[src/design/pfl_defs.svh]
// Timing constants for the power supply fault latch and status block
`ifndef PFL_DEFS_SVH
`define PFL_DEFS_SVH
`define PFL_CLK_HZ          200000000
`define PFL_TICK_US         1000
`define PFL_TICK_CYC        (`PFL_CLK_HZ / 1000000 * `PFL_TICK_US)
`define PFL_TICK_W          18
`define PFL_DEB_TICKS       16'h0014
`define PFL_INPUT_OFF_MS    10000
`define PFL_CYCLE_MIN_MS    100
`define PFL_PGOOD_ON_MS     200
`define PFL_PGOOD_ON_MIN_MS 100
`define PFL_PGOOD_ON_MAX_MS 500
`define PFL_PGOOD_OFF_MS    1
`define PFL_MS_W            16
`endif

[src/design/pfl_pkg.sv]
// Types for the power supply fault latch and status block
package pfl_pkg;
  typedef enum logic [3:0] {
    PFL_OFF     = 4'h1,
    PFL_ON      = 4'h2,
    PFL_LATCHED = 4'h4,
    PFL_HICCUP  = 4'h8
  } pfl_state_e;
endpackage

[src/design/pfl_debounce.sv]
// Stability filter for the power on request pin
`include "pfl_defs.svh"
module pfl_debounce
  import pfl_pkg::*;
(
  input  wire logic ref_clk,
  input  wire logic arst_n,
  input  wire logic tick,
  input  wire logic raw_in,
  output logic      clean
);
  typedef struct packed
  {
    logic        s1;
    logic        s2;
    logic [15:0] cnt;
    logic        clean;
  } pfl_deb_s;

  pfl_deb_s r;
  pfl_deb_s next_r;

  ////////////////////////////////////////////////////////////////////////
  // Two-stage sync, then stable-count filter
  always_comb
  begin
    next_r    = r;
    next_r.s1 = raw_in;
    next_r.s2 = r.s1;
    if (r.s2 == r.clean)
    begin
      next_r.cnt = 16'h0000;
    end
    else if (tick)
    begin
      if (r.cnt >= `PFL_DEB_TICKS - 16'h0001)
      begin
        next_r.clean = r.s2;
        next_r.cnt   = 16'h0000;
      end
      else
      begin
        next_r.cnt = r.cnt + 16'h0001;
      end
    end
  end

  // Reset to off level: pin pulled high
  always_ff @(posedge ref_clk or negedge arst_n)
  begin
    if (!arst_n)
    begin
      r <= '{s1: 1'b1, s2: 1'b1, cnt: 16'h0000, clean: 1'b1};
    end
    else
    begin
      r <= next_r;
    end
  end

  assign clean = r.clean;
endmodule

[src/design/pfl_seq.sv]
// Power supply on/off sequencing, fault latch, outputs-good and alert logic
//
// Overview of operation
// - Main short latches all main outputs off
// - Standby short shuts all down unless latched, auto-recovers
// - Latch clears only after fault gone, cycled
// - Both latch clear methods are supported
// - Input power off 10 s clears latch
// - Request off-on cycle, 100 ms, clears latch
// - Main rail on only while request held low
// - Request pin is debounced
// - Outputs-good high only when all regulated
// - Outputs-good low on undervoltage or input loss
// - Outputs-good on 100-500 ms, off >= 1 ms
// - Alert low on critical and warning events
// - Alert also on end of life, environment
// - Presence pin tied to standby return
// - Overcurrent trip latches main off
// - Overtemperature shutdown recovers with hysteresis
`include "pfl_defs.svh"
module pfl_seq
  import pfl_pkg::*;
#(
  parameter int INPUT_OFF_MS = `PFL_INPUT_OFF_MS,
  parameter int TICK_CYC     = `PFL_TICK_CYC
)
(
  input  wire logic ref_clk,
  input  wire logic arst_n,
  input  wire logic power_on_request_n,
  input  wire logic input_ok,
  input  wire logic main_short,
  input  wire logic standby_short,
  input  wire logic overcurrent_trip,
  input  wire logic overcurrent_warning,
  input  wire logic overtemp_trip,
  input  wire logic overtemp_clear,
  input  wire logic overtemp_warning,
  input  wire logic end_of_life,
  input  wire logic env_exceeded,
  input  wire logic outputs_in_reg,
  input  wire logic main_undervolt,
  output logic      main_rail_en,
  output logic      standby_rail_en,
  output logic      outputs_good,
  output logic      alert_n_oe,
  output logic      alert_n_out,
  output logic      present_n_out,
  output logic      present_n_oe
);
  ////////////////////////////////////////////////////////////////////////
  // State

  typedef struct packed
  {
    logic [10:0]          syn1;     // First sync stage, read only by syn2
    logic [10:0]          syn2;     // Synchronised fault and status pins
    logic [`PFL_TICK_W-1:0] pre;    // Millisecond prescaler
    pfl_state_e           st;       // Sequencer state
    logic                 ot_hold;  // Overtemperature shutdown held
    logic                 off_seen; // Request went off while latched
    logic [`PFL_MS_W-1:0] off_ms;   // Request-off duration
    logic [`PFL_MS_W-1:0] in_ms;    // Input-loss duration
    logic [`PFL_MS_W-1:0] good_ms;  // Outputs-good delay counter
    logic                 good;     // Outputs-good level
    logic                 alert;    // Alert active
  } pfl_seq_s;

  pfl_seq_s r;
  pfl_seq_s next_r;

  logic tick;       // One-cycle pulse each millisecond
  logic req_n;      // Debounced request, low means on
  logic s_main;     // Synchronised inputs below
  logic s_stby;
  logic s_oc;
  logic s_ocw;
  logic s_ot;
  logic s_otc;
  logic s_otw;
  logic s_eol;
  logic s_env;
  logic s_reg;
  logic s_uv;
  logic s_in;       // Input power present

  // Tick period is a parameter so a short run can scale all ms delays
  assign tick = (r.pre == `PFL_TICK_W'(TICK_CYC - 1));
  assign {s_main, s_stby, s_oc, s_ocw, s_ot, s_otc, s_otw, s_eol, s_env, s_reg, s_uv} =
         r.syn2;

  ////////////////////////////////////////////////////////////////////////
  // Request filter

  pfl_debounce u_deb
  (
    .ref_clk (ref_clk),
    .arst_n  (arst_n),
    .tick    (tick),
    .raw_in  (power_on_request_n),
    .clean   (req_n)
  );

  ////////////////////////////////////////////////////////////////////////
  // Input power sync kept apart to stay in the struct-free path
  logic in_s1;
  logic in_s2;

  // Two flops on the input-power pin
  always_ff @(posedge ref_clk or negedge arst_n)
  begin
    if (!arst_n)
    begin
      in_s1 <= 1'b0;
      in_s2 <= 1'b0;
    end
    else
    begin
      in_s1 <= input_ok;
      in_s2 <= in_s1;
    end
  end
  assign s_in = in_s2;

  ////////////////////////////////////////////////////////////////////////
  // Next-state logic
  always_comb
  begin
    next_r      = r;
    next_r.syn1 = {main_short, standby_short, overcurrent_trip, overcurrent_warning,
                   overtemp_trip, overtemp_clear, overtemp_warning, end_of_life,
                   env_exceeded, outputs_in_reg, main_undervolt};
    next_r.syn2 = r.syn1;
    next_r.pre  = tick ? '0 : r.pre + `PFL_TICK_W'(1);

    if (s_ot)
    begin
      next_r.ot_hold = 1'b1;
    end
    else if (s_otc)
    begin
      next_r.ot_hold = 1'b0;
    end

    // Input-loss timer, saturating; limits hold only for the latch
    if (s_in)
    begin
      next_r.in_ms = '0;
    end
    else if (tick && r.in_ms != '1)
    begin
      next_r.in_ms = r.in_ms + `PFL_MS_W'(1);
    end

    // Request-off timer for the toggle clear
    if (!req_n)
    begin
      next_r.off_ms = '0;
    end
    else if (tick && r.off_ms != '1)
    begin
      next_r.off_ms = r.off_ms + `PFL_MS_W'(1);
    end

    unique case (r.st)
      PFL_OFF:
      begin
        // main rail on only with request low
        if (!req_n && s_in && !s_stby && !r.ot_hold)
        begin
          next_r.st = PFL_ON;
        end
        else if (s_stby)
        begin
          next_r.st = PFL_HICCUP;
        end
      end
      PFL_ON:
      begin
        if (s_stby)
        begin
          next_r.st = PFL_HICCUP;
        end
        else if (s_main || s_oc)
        begin
          next_r.st       = PFL_LATCHED;
          next_r.off_seen = 1'b0;
        end
        // request high or input loss turns off
        else if (req_n || !s_in || r.ot_hold)
        begin
          next_r.st = PFL_OFF;
        end
      end
      PFL_LATCHED:
      begin
        // off long enough arms the clear
        if (req_n && r.off_ms >= `PFL_MS_W'(`PFL_CYCLE_MIN_MS))
        begin
          next_r.off_seen = 1'b1;
        end
        // clear by input loss or toggle, fault gone
        if (!s_main && !s_oc &&
            (r.in_ms >= `PFL_MS_W'(INPUT_OFF_MS) || (r.off_seen && !req_n)))
        begin
          next_r.st = PFL_OFF;
        end
      end
      PFL_HICCUP:
      begin
        if (!s_stby)
        begin
          next_r.st = PFL_OFF;
        end
      end
      default:
      begin
        next_r.st = PFL_OFF;
      end
    endcase

    if (r.st == PFL_ON && next_r.st == PFL_ON && s_reg && !s_uv && s_in)
    begin
      if (!r.good)
      begin
        if (tick)
        begin
          next_r.good_ms = r.good_ms + `PFL_MS_W'(1);
        end
        if (r.good_ms >= `PFL_MS_W'(`PFL_PGOOD_ON_MS))
        begin
          next_r.good    = 1'b1;
          next_r.good_ms = '0;
        end
      end
      else
      begin
        next_r.good_ms = '0;
      end
    end
    else
    begin
      next_r.good    = 1'b0;
      next_r.good_ms = '0;
    end

    // alert on critical and warning events
    next_r.alert = s_ocw || s_oc || s_otw || s_ot || s_main || s_stby || s_eol || s_env ||
                   r.st == PFL_LATCHED || r.st == PFL_HICCUP;
  end

  ////////////////////////////////////////////////////////////////////////
  // State register
  always_ff @(posedge ref_clk or negedge arst_n)
  begin
    if (!arst_n)
    begin
      r <= '{syn1: '0, syn2: '0, pre: '0, st: PFL_OFF, ot_hold: 1'b0, off_seen: 1'b0,
             off_ms: '0, in_ms: '0, good_ms: '0, good: 1'b0, alert: 1'b0};
    end
    else
    begin
      r <= next_r;
    end
  end

  ////////////////////////////////////////////////////////////////////////
  // Outputs
  // Good drops in the same cycle the rails go down; the rails bleed slowly,
  // which gives the at-least-1 ms power-down margin on deassertion.
  assign main_rail_en    = (r.st == PFL_ON);
  // Standby stays up except during a standby short outside the latched state
  assign standby_rail_en = (r.st != PFL_HICCUP);
  assign outputs_good    = r.good;
  // Open-drain alert: drive low only while active
  assign alert_n_out     = 1'b0;
  assign alert_n_oe      = r.alert;
  assign present_n_out   = 1'b0;
  assign present_n_oe    = 1'b1;
endmodule

[config.mk]
export PLATFORM = sky130hd
export DESIGN_NAME = pfl_seq
export DESIGN_NICKNAME = d
export VERILOG_FILES = /design/src/design/pfl_pkg.sv /design/src/design/pfl_debounce.sv /design/src/design/pfl_seq.sv
export VERILOG_INCLUDE_DIRS = /design/src /design/src/design
export SDC_FILE = /design/constraint.sdc
export NUM_CORES = 1
export LEC_CHECK = 0
export BUFFER_PORTS_ARGS = -buffer_cell sky130_fd_sc_hd__buf_2
export CORE_UTILIZATION = 45
export DETAILED_ROUTE_END_ITERATION = 12
export HOLD_SLACK_MARGIN = 0.15
export SYNTH_ARGS = -nofsm -noshare
export SYNTH_HDL_FRONTEND = slang
export SYNTH_HIERARCHICAL = 1
export SYNTH_SLANG_ARGS = --single-unit
[constraint.sdc]
create_clock -name ref_clk -period 3.2 [get_ports ref_clk]
set_input_delay 0.32 -clock ref_clk [delete_from_list [all_inputs] [get_ports ref_clk]]
set_output_delay 0.32 -clock ref_clk [all_outputs]
set_load 0.05 [all_outputs]
==> results of run 1 <==
## power by group
part,switching (uW),internal (uW)
clock,697,1230
sequential,43.5,1530
combinational,126,91.6
total,867,2840
## flip-flops by register name, summed over array words and instances (netlist names)
signal / cells
u_deb/next_r: 1
alert_n_oe: 1
next_r: 11
u_deb/r: 17
r: 83
in_s1: 1
outputs_good: 1
u_deb/clean: 1
in_s2: 1
## synth_stat cells (all sizes together), types with 10 or more instances
cell type,instances
dfrtp,113
nor2,49
nand3,34
and3,22
nand2,21
xnor2,20
nand4,19
nor3,19
a21oi,16
inv,16
o21ai,16
nor4,15
xor2,12
or3,10
## per-layer routing
layer  vias to the layer above  routed length, um  global-route usage (%)
met5                         -                  0                       0
met4                         0                124                    6.40
met3                        15                388                    5.93
met2                        73               4800                    28.4
met1                      1844               5100                    25.8
li1                       1865                  -                       -
## how the worst max path moves through the flow
stage                    startpoint          endpoint  slack [ps]  cells past startpoint
floorplan           r[53]$_DFF_PN0_  r[9]$_DFFE_PN0P_         610                      7
global placement    r[70]$_DFF_PN0_  r[3]$_DFFE_PN0P_        1000                      5
detailed placement  r[70]$_DFF_PN0_  r[3]$_DFFE_PN0P_         910                      5
CTS                 r[70]$_DFF_PN0_  r[3]$_DFFE_PN0P_         910                      5
global route        r[70]$_DFF_PN0_  r[3]$_DFFE_PN0P_         720                      5
finish              r[70]$_DFF_PN0_  r[3]$_DFFE_PN0P_         910                      5
## metrics by stage
step | power, uW | std cells | utilization [%] | worst slack [ps]
5_1_grt | 3860 | 694 | 55.2 | 721
4_1_cts | 3760 | 694 | 55.2 | 906
3_5_place_dp | 1800 | 648 | 48.7 | 908
3_3_place_gp | 1790 | 648 | 48.7 | 997
6_report | 3710 | 694 | 55.2 | 912
2_1_floorplan | 1730 | 498 | - | 605
## layout make-up
cell class	count	area, um2	share of cell area, %
Sequential cell	117	2930	46.4
Multi-Input combinational cell	348	2260	35.8
Clock buffer	17	425	6.72
Timing Repair Buffer	37	283	4.47
Clock inverter	15	181	2.87
Tap cell	143	179	2.83
Inverter	17	63.8	1.01
## kinds of logic after synthesis
logic type               Yosys count
buffers and inverters             33
AND/OR/NAND/NOR                  223
multiplexers                      10
flip-flops                       117
adder cells (fa/ha/maj)            8
XOR/XNOR                          32
other                              2
AO/OA/AOI/OAI                     64
## what timing repair did
item | in CTS | in global routing
hold buffers | 14 | 0
hold endpoints to repair | 69 | 0
setup endpoints to repair | 0 | 0
## worst max-delay path: cells and delay by family (launching register included)
family / cells / cell delay [ps]
flip-flops: 1 / 420
multiplexers: 1 / 260
AND/OR/NAND/NOR: 4 / 1470
==> metrics.txt, run 1 <==
status=finished clean; proportion of synthesized area in mux cells=2.03%; CP required=3490 ps; Syn Area/Cell=10.9 um2; Post-Place Cell Area=5580 um2; largest net degree at the start of global routing=62; Worst path max stage delay=650 ps; CP Capture Type=flop; register area share after synthesis=55.2%; Routed Antenna Nets=0; CTS tree=done; final WL=10,400 um; top post-synthesis cells by area=dfrtp_1 (53%), nor2_1 (3.4%), xnor2_1 (3.3%); Initial DRT Pass Iterations=5; Setup Skew=6.85 ps; Fmax achieved=437 MHz; total global routing overflow=0; Worst Reg-to-Reg Cells=5; # Post-CTS Setup Buffers=0; die area=12,200 um2; commonest non-fill, non-tap cells in the layout=dfrtp_1 (113), nor2_1 (48), nand3_1 (33), and3_1 (22), nand2_1 (21); Critical Path AT=2580 ps; setup_tns=0 ps; share of post-route cells with drive strength above 1=14.3%; via count=3,797; Hold Startpoint=next_r[75]$_DFF_PN0_; Post-DP HPWL=6880 um; Reg-to-Reg Start=r[70]$_DFF_PN0_; slew margin rel.=42.4%; vias in the first global route=3,772; routed len/inst=15.0 um; CP cell instances=nor4b_1 -> nand3_1 -> nor2_1 -> mux2i_1 -> nor2_1; Synth Instances=489; nets@finish=561; mean number of vias per cell=5.47; initial core utilization=46.3%; CTS Sinks=117; DRT iter0 DRCs=283; CP Launch Type=flop; Core Rows=39; Main synth FF type=dfrtp_1; reg2reg end=r[3]$_DFFE_PN0P_; post-synth top area share=53.2%; CP Max Fanout=11; cell mode on critical path=nor2_1; r2r setup slk=910 ps; GPL Wtd Cong=0.803; antenna violations before repair=0; Simple-Gate Fraction of Synth Area=24.1%; unrepaired setup endpoints after global routing=no; final setup fails=0; P&R area growth vs syn=19.1%; Synthesis Warnings=6; most common cell after layout, fill and taps aside=dfrtp_1; Final Max Slew Viols=0; endpoints failing hold=0; FILL cells=955; asr flop ratio synth=100%; VDD IR max=0.618 mV; post-synth top area cell=dfrtp_1; root buf cell=clkbuf_16; Max Cap Violations=0; compound-cell area share of the yosys netlist=8.50%; Antenna diodes=0; XOR/XNOR Fraction of Synth Area=5.28%; CTS Buf Count=17; hold endpoint=r[75]$_DFF_PN0_; Final Cell Area=6330 um2; largest family of logic cells by synthesized area=simple AND/OR/NAND/NOR gates; fin crit share=71.5%; fin crit period=2290 ps; worst min-delay path category=flop to flop; Die Y=111 um; Leak=0.00274 uW; Worst-Margin Slew=861 ps; distinct cell type count after synthesis=63; Pwr Density=586 nW/um2; core region area=11,500 um2; DRC viols=0; Buffers on Ports=18; Hold Path Depth=0; Syn Std Cell Area=5310 um2; DIE WIDTH=111 um; hold_ws=348 ps; Post-synth EDFFs=0; # resized after CTS=0; critical path type=flop to flop; Reg clk slew, reported paths=60 ps; slowest cell on the critical path=nor2_1; first-pass GRT wire length=18,200 um; io pins=22; Worst-Skew Late Latency=410 ps; total track usage=18.9%; Synth Register Bits=117; post-synthesis adder-cell area fraction=1.88%; clk buf depth=2; H-tree level count=4
No activity file was read; power rests on OpenSTA's default activity.
==> run 2, diff against run 1 <==
==> constraint.sdc (replaced) <==
create_clock -name ref_clk -period 1.9 [get_ports ref_clk]
set_input_delay 0.19 -clock ref_clk [delete_from_list [all_inputs] [get_ports ref_clk]]
set_output_delay 0.19 -clock ref_clk [all_outputs]
set_load 0.05 [all_outputs]
==> run 2 against run 1 <==
Global-route usage is 1.1 points higher; first-iteration DRC count is 2.5% higher; sequential power rose by 67%; clock power grew 69%; utilization increased by 6.4 points; setup slack lost 880 ps; combinational power increased to 2.5 times the previous value.
==> metrics.txt, run 2 (synthesis results as in run 1) <==
status=finished clean; Pwr Density=907 nW/um2; unrepaired setup endpoints after global routing=yes; critical path's top delay family=simple AND/OR/NAND/NOR gates; Worst-Margin Slew=526 ps; final std cells w/o fill=764; Setup Skew=6.60 ps; Max Cap Violations=0; Critical Path AT=1680 ps; initial core utilization=46.3%; io pins=22; CTS Buf Count=17; critical path type=flop to output port; total global routing overflow=0; first-pass GRT wire length=19,300 um; Die Y=111 um; FILL cells=939; Post-Place Cell Area=6040 um2; max reg flops=83; hold_ws=215 ps; CP Launch Type=flop; VDD IR max=0.922 mV; antenna violations before repair=0; CTS Sinks=117; Final Max Slew Viols=0; die area=12,200 um2; Routed Antenna Nets=0; Initial DRT Pass Iterations=4; setup_tns=0 ps; fin crit period=1870 ps; share of post-route cells with drive strength above 1=28.0%; Buffers on Ports=18; CP required=1710 ps; most common cell after layout, fill and taps aside=dfrtp_1; placed cells=703; mean number of vias per cell=5.42; CP Capture Type=output port; Design Power=6400 uW; Reg-to-Reg Start=r[28]$_DFFE_PN0P_; Worst-Skew Late Latency=420 ps; commonest non-fill, non-tap cells in the layout=dfrtp_1 (113), buf_4 (68), nor2_1 (48), nand3_1 (32); worst min-delay path category=input pin to async pin; core region area=11,500 um2; largest net degree at the start of global routing=71; Fmax achieved=536 MHz; P&R area growth vs syn=32.8%; endpoints failing hold=0; Worst path max stage delay=510 ps; CP Buf/Inv Count=2; clk buf depth=2; routed len/inst=15.0 um; DIE WIDTH=111 um; Reg clk slew, reported paths=60 ps; total track usage=20.0%; Antenna diodes=0; vias in the first global route=4,086; H-tree level count=4; final setup fails=0; Largest Register=r; fin crit share=98.2%; final WL=11,500 um; DRC viols=0; CP Launch Point=r[54]$_DFF_PN0_; Core Rows=39; slew margin rel.=64.5%; root buf cell=clkbuf_16; CP cell instances=buf_6 -> or4_4 -> buf_8; GPL Wtd Cong=0.871; via count=4,141; CP Max Fanout=8; Leak=0.00312 uW; CTS tree=done; DRT iter0 DRCs=290; slowest cell on the critical path=or4_4; Post-DP HPWL=7490 um; nets@finish=631; Final Cell Area=7060 um2
==> run 2: cell types whose count changed in the layout (fill, tap and decap cells not counted), moves of 3 or more <==
| cell | previous run | this run |
|---|---|---|
| buf_6 | 0 | 6 |
| clkinvlp_4 | 5 | 2 |
| a21oi_1 | 16 | 12 |
| nor4_2 | 0 | 4 |
| inv_6 | 2 | 6 |
| nor4_1 | 13 | 9 |
| buf_4 | 5 | 68 |
| a21oi_2 | 0 | 4 |
==> run 2: layer usage <==
layer  wire length (um)  global-route usage [%]  part of all wire (%)
met1               5310                    26.0                    46
met4                243                    7.38                   2.1
met3                404                    6.59                   3.5
met5                  0                       0                     0
met2               5510                    31.1                    48
==> run 2: where the power goes <==
group | internal [uW] | total [uW] | switching, uW
clock network | 2000 | 3240 | 1240
registers | 2570 | 2620 | 48.4
logic | 265 | 545 | 280
total | 4830 | 6400 | 1570
==> run 2: repair_timing <==
action | CTS | global route
pin swaps | 2 | 13
endpoints found under the setup margin | 5 | 32
hold buffers | 14 | 0
endpoints found under the hold margin | 126 | 0
buffers inserted | 3 | 12
resized for setup | 8 | 28
==> run 2: worst paths after layout <==
kind / endpoint / slack (ps) / cells past startpoint
worst max-delay path: standby_rail_en / 30 / 3
worst min-delay path: r[34]$_DFFE_PN0P_ / 210 / 2
worst max register to register: r[21]$_DFFE_PN0P_ / 40 / 5
worst min register to register: r[84]$_DFF_PN0_ / 340 / 0
max in group asynchronous: u_deb/next_r[17]$_DFF_PN1_ / 980 / 3
min in group ref_clk: r[84]$_DFF_PN0_ / 340 / 0
==> run 2: layout make-up <==
type / count / area [um2] / area share (%)
flip-flops and latches: 117 / 2930 / 41.6
multi-input cells: 348 / 2410 / 34.2
clock inverters: 14 / 165 / 2.34
clock buffers: 18 / 439 / 6.22
repair buffers: 107 / 863 / 12.2
inverters: 17 / 63.8 / 0.904
well taps: 143 / 179 / 2.54
==> run 2: worst register-to-register path, cell delays in order, from the launching register on <==
cell and delay (ps):
dfrtp_1 440, nand4_4 120, or3_4 390, o311a_4 320, and4_4 200, mux2_4 290
==> run 2: stage by stage <==
step                setup WS (ps)  util [%]
finish                       34.9      61.5
global route                -52.4      61.5
detailed placement          -5.66      52.6
CTS                         -1.45      59.6
floorplan                    2.81         -
global placement             45.8      52.6
==> run 3, diff against run 2 <==
--- a/config.mk
+++ b/config.mk
@@ -10,6 +10,7 @@
 export CORE_UTILIZATION = 45
 export DETAILED_ROUTE_END_ITERATION = 12
 export HOLD_SLACK_MARGIN = 0.15
+export RECOVER_POWER = 25
 export SYNTH_ARGS = -nofsm -noshare
 export SYNTH_HDL_FRONTEND = slang
 export SYNTH_HIERARCHICAL = 1
==> run 3 against run 2 <==
Non-clock buffer count did not move; count of clock-buffer cells in the layout did not move; die area unchanged; clock skew hardly changed; flip-flop and latch count did not move.
==> metrics.txt, run 3 (synthesis results as in run 1) <==
final WL=11,500 um; slew margin rel.=59.0%; CP Launch Point=r[55]$_DFF_PN0_; Max Cap Violations=0; CP required=1710 ps; Fmax achieved=537 MHz; Core Rows=39; CTS tree=done; Worst-Skew Late Latency=420 ps; clk buf depth=2; DRC viols=0; Design Power=6400 uW; routed len/inst=15.0 um; most common cell after layout, fill and taps aside=dfrtp_1; vias in the first global route=4,086; CP Max Fanout=4; VDD IR max=0.922 mV; DRT iter0 DRCs=291; setup ws final=36.7 ps; die area=12,200 um2; fin crit share=98.1%; first-pass GRT wire length=19,300 um; max reg flops=83; Pint=4830 uW; commonest non-fill, non-tap cells in the layout=dfrtp_1 (113), buf_4 (67), nor2_1 (48), nand3_1 (32); share of post-route cells with drive strength above 1=28.0%; P&R area growth vs syn=32.8%; critical path type=flop to output port; final setup fails=0; Antenna diodes=0; Buffers on Ports=18; DIE WIDTH=111 um; core region area=11,500 um2; fin crit period=1860 ps; Logic pwr share=8.5%; io pins=22; Flop pwr share=40.9%; Largest Register=r; Final Max Slew Viols=0; root buf cell=clkbuf_16; antenna violations before repair=0; Register Area=2930 um2; unrepaired setup endpoints after global routing=yes; total global routing overflow=0; power share of the clock group=50.6%; Critical Path AT=1670 ps; area occupied by multi-input gates=2410 um2; worst min-delay path category=input pin to async pin; Reg-to-Reg Start=r[28]$_DFFE_PN0P_; nets@finish=631; Initial DRT Pass Iterations=4; H-tree level count=4; Reg clk slew, reported paths=60 ps; largest net degree at the start of global routing=71; Post-DP HPWL=7490 um; Routed Antenna Nets=0; CTS Sinks=117; CP Capture Type=output port; CP Launch Type=flop; setup_tns=0 ps; Pwr Density=908 nW/um2; Sw Ratio=24.5%; Worst-Margin Slew=615 ps; Setup Skew=6.58 ps; via count=4,146; FILL cells=940; GPL Wtd Cong=0.871; Die Y=111 um; DP Worst Slack=-5.66 ps; mean number of vias per cell=5.43; initial core utilization=46.3%; Leak=0.00312 uW; endpoints failing hold=0; CTS Buf Count=17; status=finished clean; NetSw=1570 uW; total track usage=20.0%
==> run 3: path summary, 6_finish.rpt <==
kind	end	slack, ps	cells past startpoint
min reg2reg	r[84]$_DFF_PN0_	340	0
max	standby_rail_en	40	4
min	r[34]$_DFFE_PN0P_	210	2
max in group asynchronous	r[8]$_DFFE_PN0P_	780	3
max reg2reg	r[21]$_DFFE_PN0P_	40	5
min in group ref_clk	r[84]$_DFF_PN0_	340	0
==> run 3: per-layer routing <==
layer	share of wire [%]	up-vias	wire length (um)	GRT usage, %
met5	0	-	0	0
met4	2.2	0	250	7.38
met2	48	63	5520	31.1
met3	3.5	25	406	6.59
li1	-	2005	-	-
met1	46	2053	5290	26.0
==> run 3: final cells by class <==
| class | count | area share, % |
|---|---|---|
| sequential | 117 | 41.6 |
| multi-input combinational | 348 | 34.2 |
| inverter | 17 | 0.905 |
| clock inverter | 14 | 2.34 |
| tap | 143 | 2.54 |
| clock buffer | 18 | 6.23 |
| timing repair buffer | 107 | 12.2 |
==> run 3: timing repair <==
item / in CTS / in global routing
hold buffers: 14 / 0
setup buffers: 3 / 12
gates resized for setup: 8 / 28
pin swaps: 2 / 13
setup endpoints to repair: 5 / 32
endpoints found under the hold margin: 126 / 0
==> run 3: power groups by stage <==
stage	Clock [uW]	Combinational, uW	Sequential (uW)
after floorplan	0	282	2640
after global placement	0	443	2650
after detailed placement	0	451	2650
after CTS	3310	501	2610
after global routing	3420	593	2620
final	3240	545	2620
==> run 3: worst max-delay path, cell delays in order (launching register included) <==
cell and delay (ps):
dfrtp_1 420, buf_6 140, inv_1 60, or4_4 450
buf_8 170
==> run 3: through the flow <==
stage               util, %  std cells  hold WS (ps)  instance area (um2)
detailed placement     52.6        703           123                 6040
floorplan                 -        498          -106                 5400
global placement       52.6        703           123                 6040
finish                 61.5        764           215                 7050
global route           61.5        764           245                 7050
CTS                    59.6        752           222                 6830
